[src/arsc_consts.svh]
// Purpose: named offsets, field positions and reset values for the rx feature block
// Assumes: 3-bit cpu register address, 8-bit registers
// Notes: definitions only
`ifndef ARSC_CONSTS_SVH
`define ARSC_CONSTS_SVH

// ==========================================================
// register offsets
`define ARSC_OFF_MASK 3'h1
`define ARSC_OFF_IDENT 3'h2
`define ARSC_OFF_EFC 3'h2
`define ARSC_OFF_LCTL 3'h3
`define ARSC_OFF_MODEM 3'h4
`define ARSC_OFF_PAUSE2 3'h4
`define ARSC_OFF_FLAGS 3'h5

// ==========================================================
// access key and reset values
`define ARSC_LCTL_ENH_KEY 8'hbf
`define ARSC_RST_BYTE 8'h00

// ==========================================================
// field positions
`define ARSC_MASK_SPECIAL 5
`define ARSC_IDENT_NONE 0
`define ARSC_IDENT_SPECIAL 4
`define ARSC_EFC_AUTO_RTS 6
`define ARSC_EFC_SPECIAL 5
`define ARSC_MODEM_RTS 1
`define ARSC_FLAG_RTS 0
`define ARSC_FLAG_PAUSE 1
`define ARSC_FLAG_SPECIAL 2

// ==========================================================
// comparison select codes (enhanced_feature_ctrl bits 1:0)
`define ARSC_EFC_SEL_HI 1
`define ARSC_EFC_SEL_LO 0
`define ARSC_SEL_FIRST 2'h2
`define ARSC_SEL_SECOND 2'h1

`endif

[src/arsc_pkg.sv]
// Purpose: shared types of the rx feature block
// Assumes: nothing
// Notes: carriers only, constants live in arsc_consts.svh
package arsc_pkg;

    // one received character handed over by the receiver
    typedef struct packed {
        logic valid;
        logic [7:0] data;
    } arsc_rx_t;

    // cpu register write/read request
    typedef struct packed {
        logic wr;
        logic rd;
        logic [2:0] addr;
        logic [7:0] wdata;
    } arsc_cpu_t;

    // character pushed into the receive fifo
    typedef struct packed {
        logic push;
        logic [7:0] data;
    } arsc_push_t;

endpackage

[src/arsc_rx_feature.sv]
// Purpose: auto rts flow control and special character detection of one uart channel
// Assumes: receiver, fifo and cpu strobes all run on clock
// Notes: register reads answer one cycle after the read strobe
//
// Functional notes
// auto rts on: at fifo trigger level, rts goes high and interrupt raised
// host must first assert rts low through modem control before auto rts acts
// special detect compares each received char with second pause code register
// on match char goes to fifo; ident bit 4 set if mask bit 5 set
// pattern bit 0 lines up with received character lsb
// select 10: flow control and special detect work independently
// select 01: second pause code not stored, raises pause and special interrupt
// pending special interrupt clears itself on next received character
// auto rts: rts asserted again once fifo level falls below trigger
// after reset auto rts and special detect off, rts host controlled
`timescale 1ns/1ns
`include "arsc_consts.svh"

module arsc_rx_feature #(
    parameter int LEVEL_W = 7
) (
    input wire logic clock,
    input wire logic rstn,
    input wire arsc_pkg::arsc_cpu_t cpuReq,
    input wire arsc_pkg::arsc_rx_t rxChar,
    input wire logic [LEVEL_W-1:0] fifoLevel,
    input wire logic [LEVEL_W-1:0] fifoTrigger,
    output logic [7:0] cpuRdata_r,
    output arsc_pkg::arsc_push_t fifoPush_r,
    output logic rtsPinN_r,
    output logic irq_r
);

    // ==========================================================
    // register hit decode
    function automatic logic regHit(input logic [2:0] addr, input logic [2:0] off,
                                    input logic enh, input logic wantEnh);
        regHit = (addr == off) && (enh == wantEnh);
    endfunction

    // ==========================================================
    // state
    logic [7:0] mask_r, mask_nxt;
    logic [7:0] lctl_r, lctl_nxt;
    logic [7:0] modem_r, modem_nxt;
    logic [7:0] efc_r, efc_nxt;
    logic [7:0] pause2_r, pause2_nxt;
    logic [7:0] cpuRdata_nxt;
    arsc_pkg::arsc_push_t fifoPush_nxt;
    logic rtsPinN_nxt;
    logic irq_nxt;
    logic rtsFlag_r, rtsFlag_nxt;
    logic pauseFlag_r, pauseFlag_nxt;
    logic specialFlag_r, specialFlag_nxt;

    logic enh;
    logic match;
    logic swallow;
    logic atTrigger;
    logic flagsRead;

    // decode helpers
    assign enh = (lctl_r == `ARSC_LCTL_ENH_KEY);
    assign match = efc_r[`ARSC_EFC_SPECIAL] && rxChar.valid
                   && (rxChar.data == pause2_r);
    // second pause code under select 01 is swallowed instead of stored
    assign swallow = match
                     && (efc_r[`ARSC_EFC_SEL_HI:`ARSC_EFC_SEL_LO] == `ARSC_SEL_SECOND);
    assign atTrigger = (fifoLevel >= fifoTrigger);
    assign flagsRead = cpuReq.rd && regHit(cpuReq.addr, `ARSC_OFF_FLAGS, enh, 1'b0);

    // ==========================================================
    // next values of the cpu written registers
    always_comb begin
        mask_nxt = mask_r;
        lctl_nxt = lctl_r;
        modem_nxt = modem_r;
        efc_nxt = efc_r;
        pause2_nxt = pause2_r;

        // cpu writes
        if (cpuReq.wr) begin
            if (regHit(cpuReq.addr, `ARSC_OFF_MASK, enh, 1'b0)) begin
                mask_nxt = cpuReq.wdata;
            end
            if (cpuReq.addr == `ARSC_OFF_LCTL) begin
                lctl_nxt = cpuReq.wdata;
            end
            if (regHit(cpuReq.addr, `ARSC_OFF_MODEM, enh, 1'b0)) begin
                modem_nxt = cpuReq.wdata;
            end
            if (regHit(cpuReq.addr, `ARSC_OFF_EFC, enh, 1'b1)) begin
                efc_nxt = cpuReq.wdata;
            end
            if (regHit(cpuReq.addr, `ARSC_OFF_PAUSE2, enh, 1'b1)) begin
                pause2_nxt = cpuReq.wdata;
            end
        end
    end

    // cpu written registers; reset turns auto rts and special detect off
    always_ff @(posedge clock or negedge rstn) begin
        if (!rstn) begin
            mask_r <= `ARSC_RST_BYTE;
            lctl_r <= `ARSC_RST_BYTE;
            modem_r <= `ARSC_RST_BYTE;
            efc_r <= `ARSC_RST_BYTE;
            pause2_r <= `ARSC_RST_BYTE;
        end else begin
            mask_r <= mask_nxt;
            lctl_r <= lctl_nxt;
            modem_r <= modem_nxt;
            efc_r <= efc_nxt;
            pause2_r <= pause2_nxt;
        end
    end

    // ==========================================================
    // next values of the sticky interrupt flags
    always_comb begin
        rtsFlag_nxt = rtsFlag_r;
        pauseFlag_nxt = pauseFlag_r;
        specialFlag_nxt = specialFlag_r;

        // reading the flag register clears the sticky rts and pause flags
        if (flagsRead) begin
            rtsFlag_nxt = 1'b0;
            pauseFlag_nxt = 1'b0;
        end

        // special flag: any received char clears it, a match with mask bit 5 set sets it again
        if (rxChar.valid) begin
            specialFlag_nxt = 1'b0;
        end
        if (match && mask_r[`ARSC_MASK_SPECIAL]) begin
            specialFlag_nxt = 1'b1;
        end

        // second pause code under select 01 raises the pause interrupt
        if (swallow) begin
            pauseFlag_nxt = 1'b1;
        end

        // auto rts trips at trigger level; set wins over read clear
        if (efc_r[`ARSC_EFC_AUTO_RTS] && modem_r[`ARSC_MODEM_RTS] && atTrigger
            && !rtsPinN_r) begin
            rtsFlag_nxt = 1'b1;
        end
    end

    // sticky interrupt flags
    always_ff @(posedge clock or negedge rstn) begin
        if (!rstn) begin
            rtsFlag_r <= 1'b0;
            pauseFlag_r <= 1'b0;
            specialFlag_r <= 1'b0;
        end else begin
            rtsFlag_r <= rtsFlag_nxt;
            pauseFlag_r <= pauseFlag_nxt;
            specialFlag_r <= specialFlag_nxt;
        end
    end

    // ==========================================================
    // next values of the pin, push, interrupt and read data outputs
    always_comb begin
        cpuRdata_nxt = cpuRdata_r;

        // rts pin: low only when host asserts it and auto rts does not hold it off
        rtsPinN_nxt = !(modem_r[`ARSC_MODEM_RTS]
                        && !(efc_r[`ARSC_EFC_AUTO_RTS] && atTrigger));

        // receive fifo push, suppressed for second pause code under select 01
        fifoPush_nxt.push = rxChar.valid && !swallow;
        fifoPush_nxt.data = rxChar.data;

        // single interrupt line
        irq_nxt = rtsFlag_nxt || pauseFlag_nxt || specialFlag_nxt;

        // cpu reads
        if (cpuReq.rd) begin
            cpuRdata_nxt = `ARSC_RST_BYTE;
            case (cpuReq.addr)
                `ARSC_OFF_MASK: begin
                    cpuRdata_nxt = enh ? `ARSC_RST_BYTE : mask_r;
                end
                `ARSC_OFF_IDENT: begin
                    if (enh) begin
                        cpuRdata_nxt = efc_r;
                    end else begin
                        cpuRdata_nxt[`ARSC_IDENT_SPECIAL] = specialFlag_r;
                        cpuRdata_nxt[`ARSC_IDENT_NONE] = !irq_r;
                    end
                end
                `ARSC_OFF_LCTL: begin
                    cpuRdata_nxt = lctl_r;
                end
                `ARSC_OFF_MODEM: begin
                    cpuRdata_nxt = enh ? pause2_r : modem_r;
                end
                `ARSC_OFF_FLAGS: begin
                    if (!enh) begin
                        cpuRdata_nxt[`ARSC_FLAG_RTS] = rtsFlag_r;
                        cpuRdata_nxt[`ARSC_FLAG_PAUSE] = pauseFlag_r;
                        cpuRdata_nxt[`ARSC_FLAG_SPECIAL] = specialFlag_r;
                    end
                end
                default: begin
                    cpuRdata_nxt = `ARSC_RST_BYTE;
                end
            endcase
        end
    end

    // ==========================================================
    // output registers; rts pin starts high, host controlled
    always_ff @(posedge clock or negedge rstn) begin
        if (!rstn) begin
            cpuRdata_r <= `ARSC_RST_BYTE;
            fifoPush_r <= '0;
            rtsPinN_r <= 1'b1;
            irq_r <= 1'b0;
        end else begin
            cpuRdata_r <= cpuRdata_nxt;
            fifoPush_r <= fifoPush_nxt;
            rtsPinN_r <= rtsPinN_nxt;
            irq_r <= irq_nxt;
        end
    end

endmodule

[config.mk]
export PLATFORM = sky130hd
export DESIGN_NAME = arsc_rx_feature
export DESIGN_NICKNAME = d
export VERILOG_FILES = /design/src/arsc_pkg.sv /design/src/arsc_rx_feature.sv
export VERILOG_INCLUDE_DIRS = /design/src
export SDC_FILE = /design/constraint.sdc
export NUM_CORES = 1
export LEC_CHECK = 0
export BUFFER_PORTS_ARGS = -buffer_cell sky130_fd_sc_hd__buf_2
export CAP_MARGIN = 20
export CELL_PAD_IN_SITES_DETAIL_PLACEMENT = 2
export CELL_PAD_IN_SITES_GLOBAL_PLACEMENT = 2
export CORE_MARGIN = 2
export CORE_UTILIZATION = 39
export DETAILED_ROUTE_END_ITERATION = 8
export PLACE_DENSITY_LB_ADDON = 0.1
export REMOVE_ABC_BUFFERS = 1
export SYNTH_ARGS = -nofsm -noshare
export SYNTH_HDL_FRONTEND = slang
export SYNTH_SLANG_ARGS = --single-unit
[constraint.sdc]
create_clock -name clock -period 3.1 [get_ports clock]
set_clock_uncertainty 0.1 [all_clocks]
set_input_delay 0.62 -clock clock [delete_from_list [all_inputs] [get_ports clock]]
set_output_delay 0.62 -clock clock [all_outputs]
set_load 0.02 [all_outputs]
==> results of run 1 <==
## routing by layer
metal / wire (µm) / vias up
li1: - / 1020
met1: 3970 / 1138
met2: 4270 / 54
met3: 328 / 10
met4: 88 / 0
met5: 0 / -
## sequential cells by signal (all words and copies together), names as in the netlist
name,flops
cpuRdata_r,8
efc_r,8
fifoPush_r,9
irq_r,1
lctl_r,8
mask_r,8
modem_r,8
pause2_r,8
pauseFlag_r,1
rtsFlag_r,1
rtsPinN_r,1
specialFlag_r,1
## cells by family (layout without fill, tap and decap cells)
| group | Yosys count | count (layout) | share of synthesized area |
|---|---|---|---|
| buffers and inverters | 19 | 89 | 0.0314 |
| flip-flops | 62 | 62 | 0.519 |
| AND/OR/NAND/NOR | 60 | 60 | 0.107 |
| XOR/XNOR | 8 | 8 | 0.0234 |
| adder cells (fa/ha/maj) | 7 | 7 | 0.0293 |
| multiplexers | 50 | 50 | 0.195 |
| AO/OA/AOI/OAI | 37 | 37 | 0.0941 |
## power breakdown
| part | internal, W | switching, W |
|---|---|---|
| combinational | 0.000151 | 0.000170 |
| clock | 0.000395 | 0.000334 |
| sequential | 0.000903 | 0.0000660 |
| total | 0.00145 | 0.000570 |
## final timing paths
path                                           start                   endpoint  slack (ns)
max                            lctl_r[6]$_DFFE_PN0P_    pause2_r[5]$_DFFE_PN0P_        0.67
min                                             rstn      lctl_r[5]$_DFFE_PN0P_        0.12
max reg2reg                    lctl_r[6]$_DFFE_PN0P_    pause2_r[5]$_DFFE_PN0P_        0.67
min reg2reg                cpuRdata_r[1]$_DFFE_PN0P_  cpuRdata_r[1]$_DFFE_PN0P_        0.39
max in group asynchronous                       rstn      mask_r[0]$_DFFE_PN0P_        2.06
min in group clock                         rxChar[5]    fifoPush_r[5]$_DFF_PN0_        0.30
## cell usage in the layout, fill, tap and decap left out, types with 2 or more instances in the layout
cell type,instances
a22oi_1,7
inv_1,11
nand4_1,4
mux2_4,8
mux2_2,18
dfrtp_1,61
nand3_1,13
o21ai_0,11
buf_4,6
mux2_1,17
mux2i_1,7
nor2b_1,3
xnor2_1,8
nor3_1,3
nor2_1,4
buf_2,56
a2bb2oi_1,2
ha_1,7
o221ai_1,6
a32oi_1,3
nand2_1,21
clkinv_2,2
clkbuf_8,10
and2_1,3
and3_1,2
## critical path, cell delays in order, from the launching register on
cell	delay (ns)
dfrtp_1	0.40
and4b_1	0.43
buf_4	0.20
and2_1	0.31
and3_1	0.49
mux2_1	0.38
## layout make-up
| type | count | share of cell area |
|---|---|---|
| Inverter | 11 | 0.0115 |
| Timing Repair Buffer | 62 | 0.0907 |
| Clock inverter | 5 | 0.0161 |
| Multi-Input combinational cell | 162 | 0.375 |
| Clock buffer | 11 | 0.0394 |
| Tap cell | 99 | 0.0345 |
| Sequential cell | 62 | 0.433 |
## synthesized netlist by cell type (6+ instances only)
| master | count | area (µm²) |
|---|---|---|
| o221ai_1 | 6 | 52.6 |
| inv_1 | 11 | 41.3 |
| o21ai_0 | 11 | 55.1 |
| mux2_2 | 18 | 203 |
| nand2_1 | 21 | 78.8 |
| ha_1 | 7 | 87.6 |
| dfrtp_1 | 61 | 1530 |
| mux2_4 | 8 | 120 |
| nand3_1 | 13 | 65.1 |
| a22oi_1 | 7 | 52.6 |
| mux2i_1 | 7 | 70.1 |
| mux2_1 | 17 | 191 |
| xnor2_1 | 8 | 70.1 |
## through the flow
step / std cells / instance area, µm²
floorplan: 235 / 2940
global placement: 396 / 3390
detailed placement: 396 / 3390
CTS: 412 / 3590
global route: 412 / 3590
finish: 412 / 3590
==> out/qor.yml, run 1 <==
status: "complete, no violations"
synth_cell_types: 41
rsz0062_at_grt: "false"
dr.pass1.iters: 4
grt_overflow: 0
hold_viol: 0
max_slew_margin: 0.620
drv_cap: 0
gp_congestion: 0.822
cp-end-kind: "flip-flop"
die_w_um: 91.6
multi_input_area_mm2: 0.00134
path_clk_slew_ns: 0.07
crit_fanout: 8
p_per_area_mw_per_mm2: 563
cts_buffers: 9
hpwl_um: 6410
vias: 2222
grt_use_met2: 0.363
fin_setup_tns_ns: 0
post-route-period-util: 0.785
portBuffers: 56
critPathRequiredTime_ns: 3.23
grt_pass1_wl_um: 13800
chipHeight_um: 91.6
synth_area_mm2: 0.00299
max-clock-path-buffers: 2
peakVddDrop_mv: 0.339
ys_seq_area_frac: 0.519
synth_area_per_cell_um2: 12.3
avgRoutedWirePerCell_um: 21.0
grt_max_degree: 25
nFillCells: 730
drt_drc_violations_left: 0
fin_crit_ns: 2.43
fin_util: 0.489
timing.fmax_mhz: 411
ys_ff_latch: 62
pre_cts_ws_ns: 0.659
leakagePower_nw: 1.73
io_pins: 57
finalSetupViolCount: 0
cts_hold_buf: 0
top_usage_layer: "met2"
tightestPinTransition_ns: 0.567
synthArstFlopShare: 1.00
regArea_mm2: 0.00155
tritoncts: "done"
num_rows: 31
crit_type: "flip-flop to flip-flop"
worstRegToRegCells: 5
slew_violations: 0
met1_usage: 0.289
antenna_found_initial: 0
synthCells: 243
cp-start-kind: "flip-flop"
cts_max_level: 3
grt_usage: 0.220
hp-class: "primary input to async pin"
initial_core_util: 0.408
dieArea_mm2: 0.00838
grt_pass1_vias: 2445
total_power_w: 0.00202
core_area_mm2: 0.00733
diodes: 0
cts_root_buf: "clkbuf_8"
synthFlopType: "dfrtp_1"
drive_gt1_frac: 0.345
layout.nets: 353
post_cts_resized: 0
arrival_ns: 2.56
area_delta_synth_final_pct: 19.9
clock_sinks: 62
postRouteAntennaNets: 0
drtIter0Drc: 61
use_met3: 0.0490
postCtsSetupRepairBufs: 0
clk_latency_ns: 0.35
vias_per_cell: 5.39
holdWs_ns: 0.124
yosysWarnings: 0
postLayoutSetupSlackWorst_ns: 0.665
wirelength_um: 8650
synth-edff-count: 0
Note: power is estimated with default switching activity, not from simulation.
==> run 2: changes to the inputs <==
- CORE_UTILIZATION: 39 -> 33
- clock period: 3.1 -> 2.2 ns (I/O delays scaled with it)
==> run 2 against run 1 <==
  * Die area up 17%
  * Design area up 4.6%
  * Global-route usage is 3.7 points lower
  * Largest power group unchanged
  * Core utilization down 6.1 points
  * Clock power rose by 77%
  * Total power rose by 54%
  * Wire length decreased by 1.8%
  * Fmax increased by 17%
  * Hold slack lost 0.0061 ns
  * Non-clock buffer count up 11
  * Via count is 1.1% higher
  * Setup slack worse by 0.54 ns
==> out/qor.yml, run 2 (same netlist as run 1, synthesis figures left out) <==
fin_crit_ns: 2.08  # -0.356 ns
drive_gt1_frac: 0.367  # +0.0222
cp-end-kind: "flip-flop"
vias: 2247  # +1.1%
pre_cts_ws_ns: 0.145  # -0.513 ns
clock_sinks: 62  # unchanged
leakagePower_nw: 1.81  # +4.4%
initial_core_util: 0.341  # -0.0667
slew_violations: 0  # unchanged
core_area_mm2: 0.00876  # +20%
cp-start-kind: "flip-flop"
tritoncts: "done"
num_rows: 34  # +9.7%
nFillCells: 931  # +28%
grt_usage: 0.183  # -0.0370
fin_setup_tns_ns: 0  # unchanged
regMostFlops: "fifoPush_r"
antenna_found_initial: 0  # unchanged
io_pins: 57  # unchanged
critPathRequiredTime_ns: 2.32  # -0.91 ns
crit_fanout: 6  # -2
rsz0062_at_grt: "false"
grt_pass1_vias: 2407  # -1.6%
diodes: 0  # unchanged
arrival_ns: 2.20  # -0.36 ns
final_common_cell: "dfrtp_1"
drtIter0Drc: 57  # -6.6%
die_w_um: 99.2  # +8.3%
wirelength_um: 8500  # -1.8%
holdWs_ns: 0.118  # -0.00607 ns
path_clk_slew_ns: 0.08  # about the same
postLayoutSetupSlackWorst_ns: 0.122  # -0.544 ns
p_per_area_mw_per_mm2: 827  # +47%
finalSetupViolCount: 0  # unchanged
tightestPinTransition_ns: 0.444  # -0.123 ns
final_cell_mix: "dfrtp_1, buf_2, nand2_1, mux2_2, mux2_1"
grt_pass1_wl_um: 13500  # -2.2%
max-clock-path-buffers: 2  # unchanged
timing.fmax_mhz: 481  # +17%
dr.pass1.iters: 4  # unchanged
largest_register_ffs: 9  # unchanged
cts_max_level: 3  # unchanged
area_delta_synth_final_pct: 25.5
layout.nets: 364  # +3.1%
vias_per_cell: 5.20  # -3.6%
post-route-period-util: 0.945  # +0.159
max_slew_margin: 0.703  # +0.0837
grt_overflow: 0  # unchanged
crit_type: "flip-flop to flip-flop"
gp_congestion: 0.831  # +1.1%
drt_drc_violations_left: 0  # unchanged
drv_cap: 0  # unchanged
cts_root_buf: "clkbuf_8"
post_cts_resized: 0  # unchanged
peakVddDrop_mv: 0.373  # +10%
hold_viol: 0  # unchanged
postRouteAntennaNets: 0  # unchanged
status: "complete, no violations"
portBuffers: 56  # unchanged
chipHeight_um: 99.2  # +8.3%
hpwl_um: 6350  # -1.0%
clk_latency_ns: 0.35  # about the same
cts_buffers: 9  # unchanged
hp-class: "primary input to flip-flop"
dieArea_mm2: 0.00984  # +17%
avgRoutedWirePerCell_um: 19.7  # -6.4%
grt_max_degree: 63  # +150%
run 2: cell count changes in the layout (fill, tap and decap cells not counted):
cell | before | now
buf_4 | 6 | 15
clkinv_4 | 1 | 0
clkbuf_8 | 10 | 11
buf_12 | 0 | 1
clkinv_2 | 2 | 0
inv_6 | 1 | 0
clkinvlp_4 | 0 | 2
bufinv_16 | 1 | 3
clkbuf_1 | 1 | 0
dlygate4sd3_1 | 0 | 1
run 2: stage by stage:
step,power [W],std cells,area (µm²),utilization
global placement,0.00182,415,3490,0.398
floorplan,0.00162,235,2940,-
CTS,0.00314,432,3750,0.428
global route,0.00323,432,3750,0.428
finish,0.00310,432,3750,0.428
detailed placement,0.00184,415,3490,0.398
run 2: what timing repair did:
item                                   CTS  global route
setup buffers                            0             0
hold buffers                             1             0
endpoints found under the hold margin   11             0
run 2: worst paths after layout:
check,depth (start not counted),from,end,slack (ns)
setup / recovery,5,lctl_r[6]$_DFFE_PN0P_,pause2_r[4]$_DFFE_PN0P_,0.12
hold / removal,1,rxChar[0],fifoPush_r[0]$_DFF_PN0_,0.12
setup reg to reg,5,lctl_r[6]$_DFFE_PN0P_,pause2_r[4]$_DFFE_PN0P_,0.12
hold reg to reg,1,modem_r[1]$_DFFE_PN0P_,rtsPinN_r$_DFF_PN1_,0.35
max in group asynchronous,3,rstn,rtsPinN_r$_DFF_PN1_,1.13
min in group asynchronous,3,rstn,fifoPush_r[8]$_DFF_PN0_,0.51
run 2: critical path: stages, from the launching register on:
cell and delay (ns):
dfrtp_1 0.38, and4b_1 0.39, and2_1 0.31, and3_1 0.25, buf_4 0.19, mux2_1 0.34
run 2: layout make-up:
class	instances	area [µm²]	area share
Sequential cell	62	1550	0.414
Multi-Input combinational cell	162	1340	0.358
Timing Repair Buffer	73	423	0.113
Clock buffer	11	151	0.0403
Tap cell	108	135	0.0360
Clock inverter	5	105	0.0280
Inverter	11	41.3	0.0110
run 2: power breakdown:
group | switching [W] | total, W | internal (W) | leakage [nW]
logic | 0.000234 | 0.000455 | 0.000221 | 0.897
clock network | 0.000473 | 0.00129 | 0.000814 | 0.122
registers | 0.0000882 | 0.00136 | 0.00127 | 0.790
run 2: metal layers:
| layer | vias to the layer above | part of all wire | global-route usage |
|---|---|---|---|
| li1 | 1045 | - | - |
| met1 | 1154 | 0.48 | 0.248 |
| met3 | 11 | 0.029 | 0.0323 |
| met4 | 0 | 0.015 | 0.0664 |
| met5 | - | 0 | 0 |
| met2 | 37 | 0.48 | 0.297 |
==> run 3: changes to the inputs <==
- REMOVE_ABC_BUFFERS: 1 -> not set
==> run 3 against run 2 <==
  * Setup slack improved by 0.14 ns
  * Hold slack got worse by 0.14 ns
  * The run now ends with negative hold slack left
  * Global-route usage increased by 0.40 points
  * Wire length decreased by 0.72%
  * Largest cell class unchanged
  * Largest power group unchanged
==> out/qor.yml, run 3 (same netlist as run 1, synthesis figures left out) <==
status: "finished with violations"
violations: "negative hold slack"
cts_hold_buf: 0  # -1
synth_fp_nets: 288
max_slew_margin: 0.685  # -0.0186
fin_setup_tns_ns: 0  # unchanged
core_area_mm2: 0.00876  # unchanged
initial_core_util: 0.341  # unchanged
final_common_cell: "dfrtp_1"
crit_chain: "and4b_1, buf_4, a2111oi_4, nand2_4, mux2_4"
final_cell_mix: "dfrtp_1, buf_2, nand2_1, mux2_2, mux2_1"
num_rows: 34  # unchanged
chipHeight_um: 99.2  # unchanged
cts_buffers: 9  # unchanged
holdWs_ns: -0.0212  # -0.139 ns
worstRegToRegCells: 5  # unchanged
max-clock-path-buffers: 2  # unchanged
antenna_found_initial: 0  # unchanged
hold_viol: 6  # +6
dr.pass1.iters: 4  # unchanged
r2r_slack_ns: 0.26  # +0.14 ns
grt_usage: 0.187  # +0.00401
tightestPinTransition_ns: 0.472  # +0.0278 ns
clock_sinks: 62  # unchanged
cp-start-kind: "flip-flop"
drt_drc_violations_left: 0  # unchanged
regMostFlops: "fifoPush_r"
dieArea_mm2: 0.00984  # unchanged
p_per_area_mw_per_mm2: 782  # -5.4%
portBuffers: 56  # unchanged
post-route-period-util: 0.880  # -0.0645
fin_util: 0.425  # -0.00286
total_power_w: 0.00291  # -6.1%
leakagePower_nw: 1.80  # -0.39%
grt_overflow: 0  # unchanged
avgRoutedWirePerCell_um: 19.5  # -0.95%
fin_crit_ns: 1.94  # -0.142 ns
drive_gt1_frac: 0.369  # +0.00195
crit_fanout: 8  # +2
cpMaxStageDelayCell: "dfrtp_1"
largest_register_ffs: 9  # unchanged
timing.fmax_mhz: 516  # +7.3%
cts_max_level: 3  # unchanged
max_stage_delay_ns: 0.41  # +0.02 ns
gp_congestion: 0.751  # -9.6%
r2r_start: "lctl_r[3]$_DFFE_PN0P_"
wirelength_um: 8430  # -0.72%
grt_pass1_wl_um: 13800  # +1.9%
area_delta_synth_final_pct: 24.6
timing.rr.end: "mask_r[1]$_DFFE_PN0P_"
crit_type: "flip-flop to flip-flop"
cts_root_buf: "clkbuf_8"
die_w_um: 99.2  # unchanged
grt_max_degree: 63  # unchanged
vias: 2235  # -0.53%
path_clk_slew_ns: 0.07  # about the same
peakVddDrop_mv: 0.322  # -14%
hp-class: "primary input to async pin"
hpwl_um: 6390  # +0.72%
postRouteAntennaNets: 0  # unchanged
io_pins: 57  # unchanged
clk_latency_ns: 0.35  # about the same
arrival_ns: 2.06  # -0.14 ns
grt_pass1_vias: 2473  # +2.7%
slew_violations: 0  # unchanged
post_cts_resized: 0  # unchanged
cp-end-kind: "flip-flop"
tritoncts: "done"
finalSetupViolCount: 0  # unchanged
diodes: 0  # unchanged
vias_per_cell: 5.16  # -0.76%
layout.nets: 365  # +0.27%
drtIter0Drc: 60  # +5.3%
rsz0062_at_grt: "false"
drv_cap: 0  # unchanged
critPathRequiredTime_ns: 2.32  # about the same
postCtsSetupRepairBufs: 0  # unchanged
[run 3: cell count changes in the layout (fill, tap and decap cells not counted), sizes merged]
cell	previous run	this run
clkbuf	11	10
bufinv	3	2
clkinvlp	2	1
buf	72	74
dlygate4sd3	1	0
clkinv	0	3
[run 3: area by class of cell]
type                            count  area (µm²)
Fill cell                         921        5040
Sequential cell                    62        1550
Multi-Input combinational cell    162        1340
Timing Repair Buffer               74         440
Tap cell                          108         135
Clock buffer                       10         128
Clock inverter                      6        86.3
Inverter                           11        41.3
[run 3: worst max-delay path: cells and delay by family, from the launching register on]
family          cells  cell delay (ns)
buf+inv             1             0.16
compound gates      1             0.37
simple gates        2             0.44
flops               1             0.41
mux                 1             0.33
[run 3: power by group]
part           total [W]  internal [W]  switching, W  leakage, nW
Clock            0.00110      0.000636      0.000464        0.106
Sequential       0.00136       0.00127     0.0000871        0.790
Combinational   0.000455      0.000223      0.000231        0.906
Total            0.00291       0.00213      0.000783         1.80
[run 3: worst max-delay path by stage]
| stage | start | end | slack [ns] | depth (start not counted) |
|---|---|---|---|---|
| after floorplan | cpuReq[10] | pause2_r[0]$_DFFE_PN0P_ | 0.29 | 6 |
| after global placement | cpuReq[10] | lctl_r[2]$_DFFE_PN0P_ | 0.21 | 5 |
| after detailed placement | fifoLevel[2] | irq_r$_DFF_PN0_ | 0.18 | 7 |
| after CTS | lctl_r[3]$_DFFE_PN0P_ | mask_r[1]$_DFFE_PN0P_ | 0.24 | 5 |
| after global routing | pause2_r[5]$_DFFE_PN0P_ | fifoPush_r[8]$_DFF_PN0_ | 0.14 | 5 |
| final | lctl_r[3]$_DFFE_PN0P_ | mask_r[1]$_DFFE_PN0P_ | 0.26 | 5 |
[run 3: metal layers]
metal  routed length, µm  vias to the layer above  global-route usage
li1                    -                     1044                   -
met1                3830                     1143               0.241
met2                4250                       38               0.317
met3                 219                       10              0.0316
met4                 132                        0              0.0695
met5                   0                        -                   0
[run 3: through the flow]
step	cells	setup slack [ns]	hold WS, ns	area [µm²]
detailed placement	417	0.184	0.361	3510
CTS	433	0.244	0.00470	3730
finish	433	0.264	-0.0212	3730
global placement	417	0.210	0.357	3510
floorplan	243	0.293	0.0444	2990
global route	433	0.142	0.0199	3730
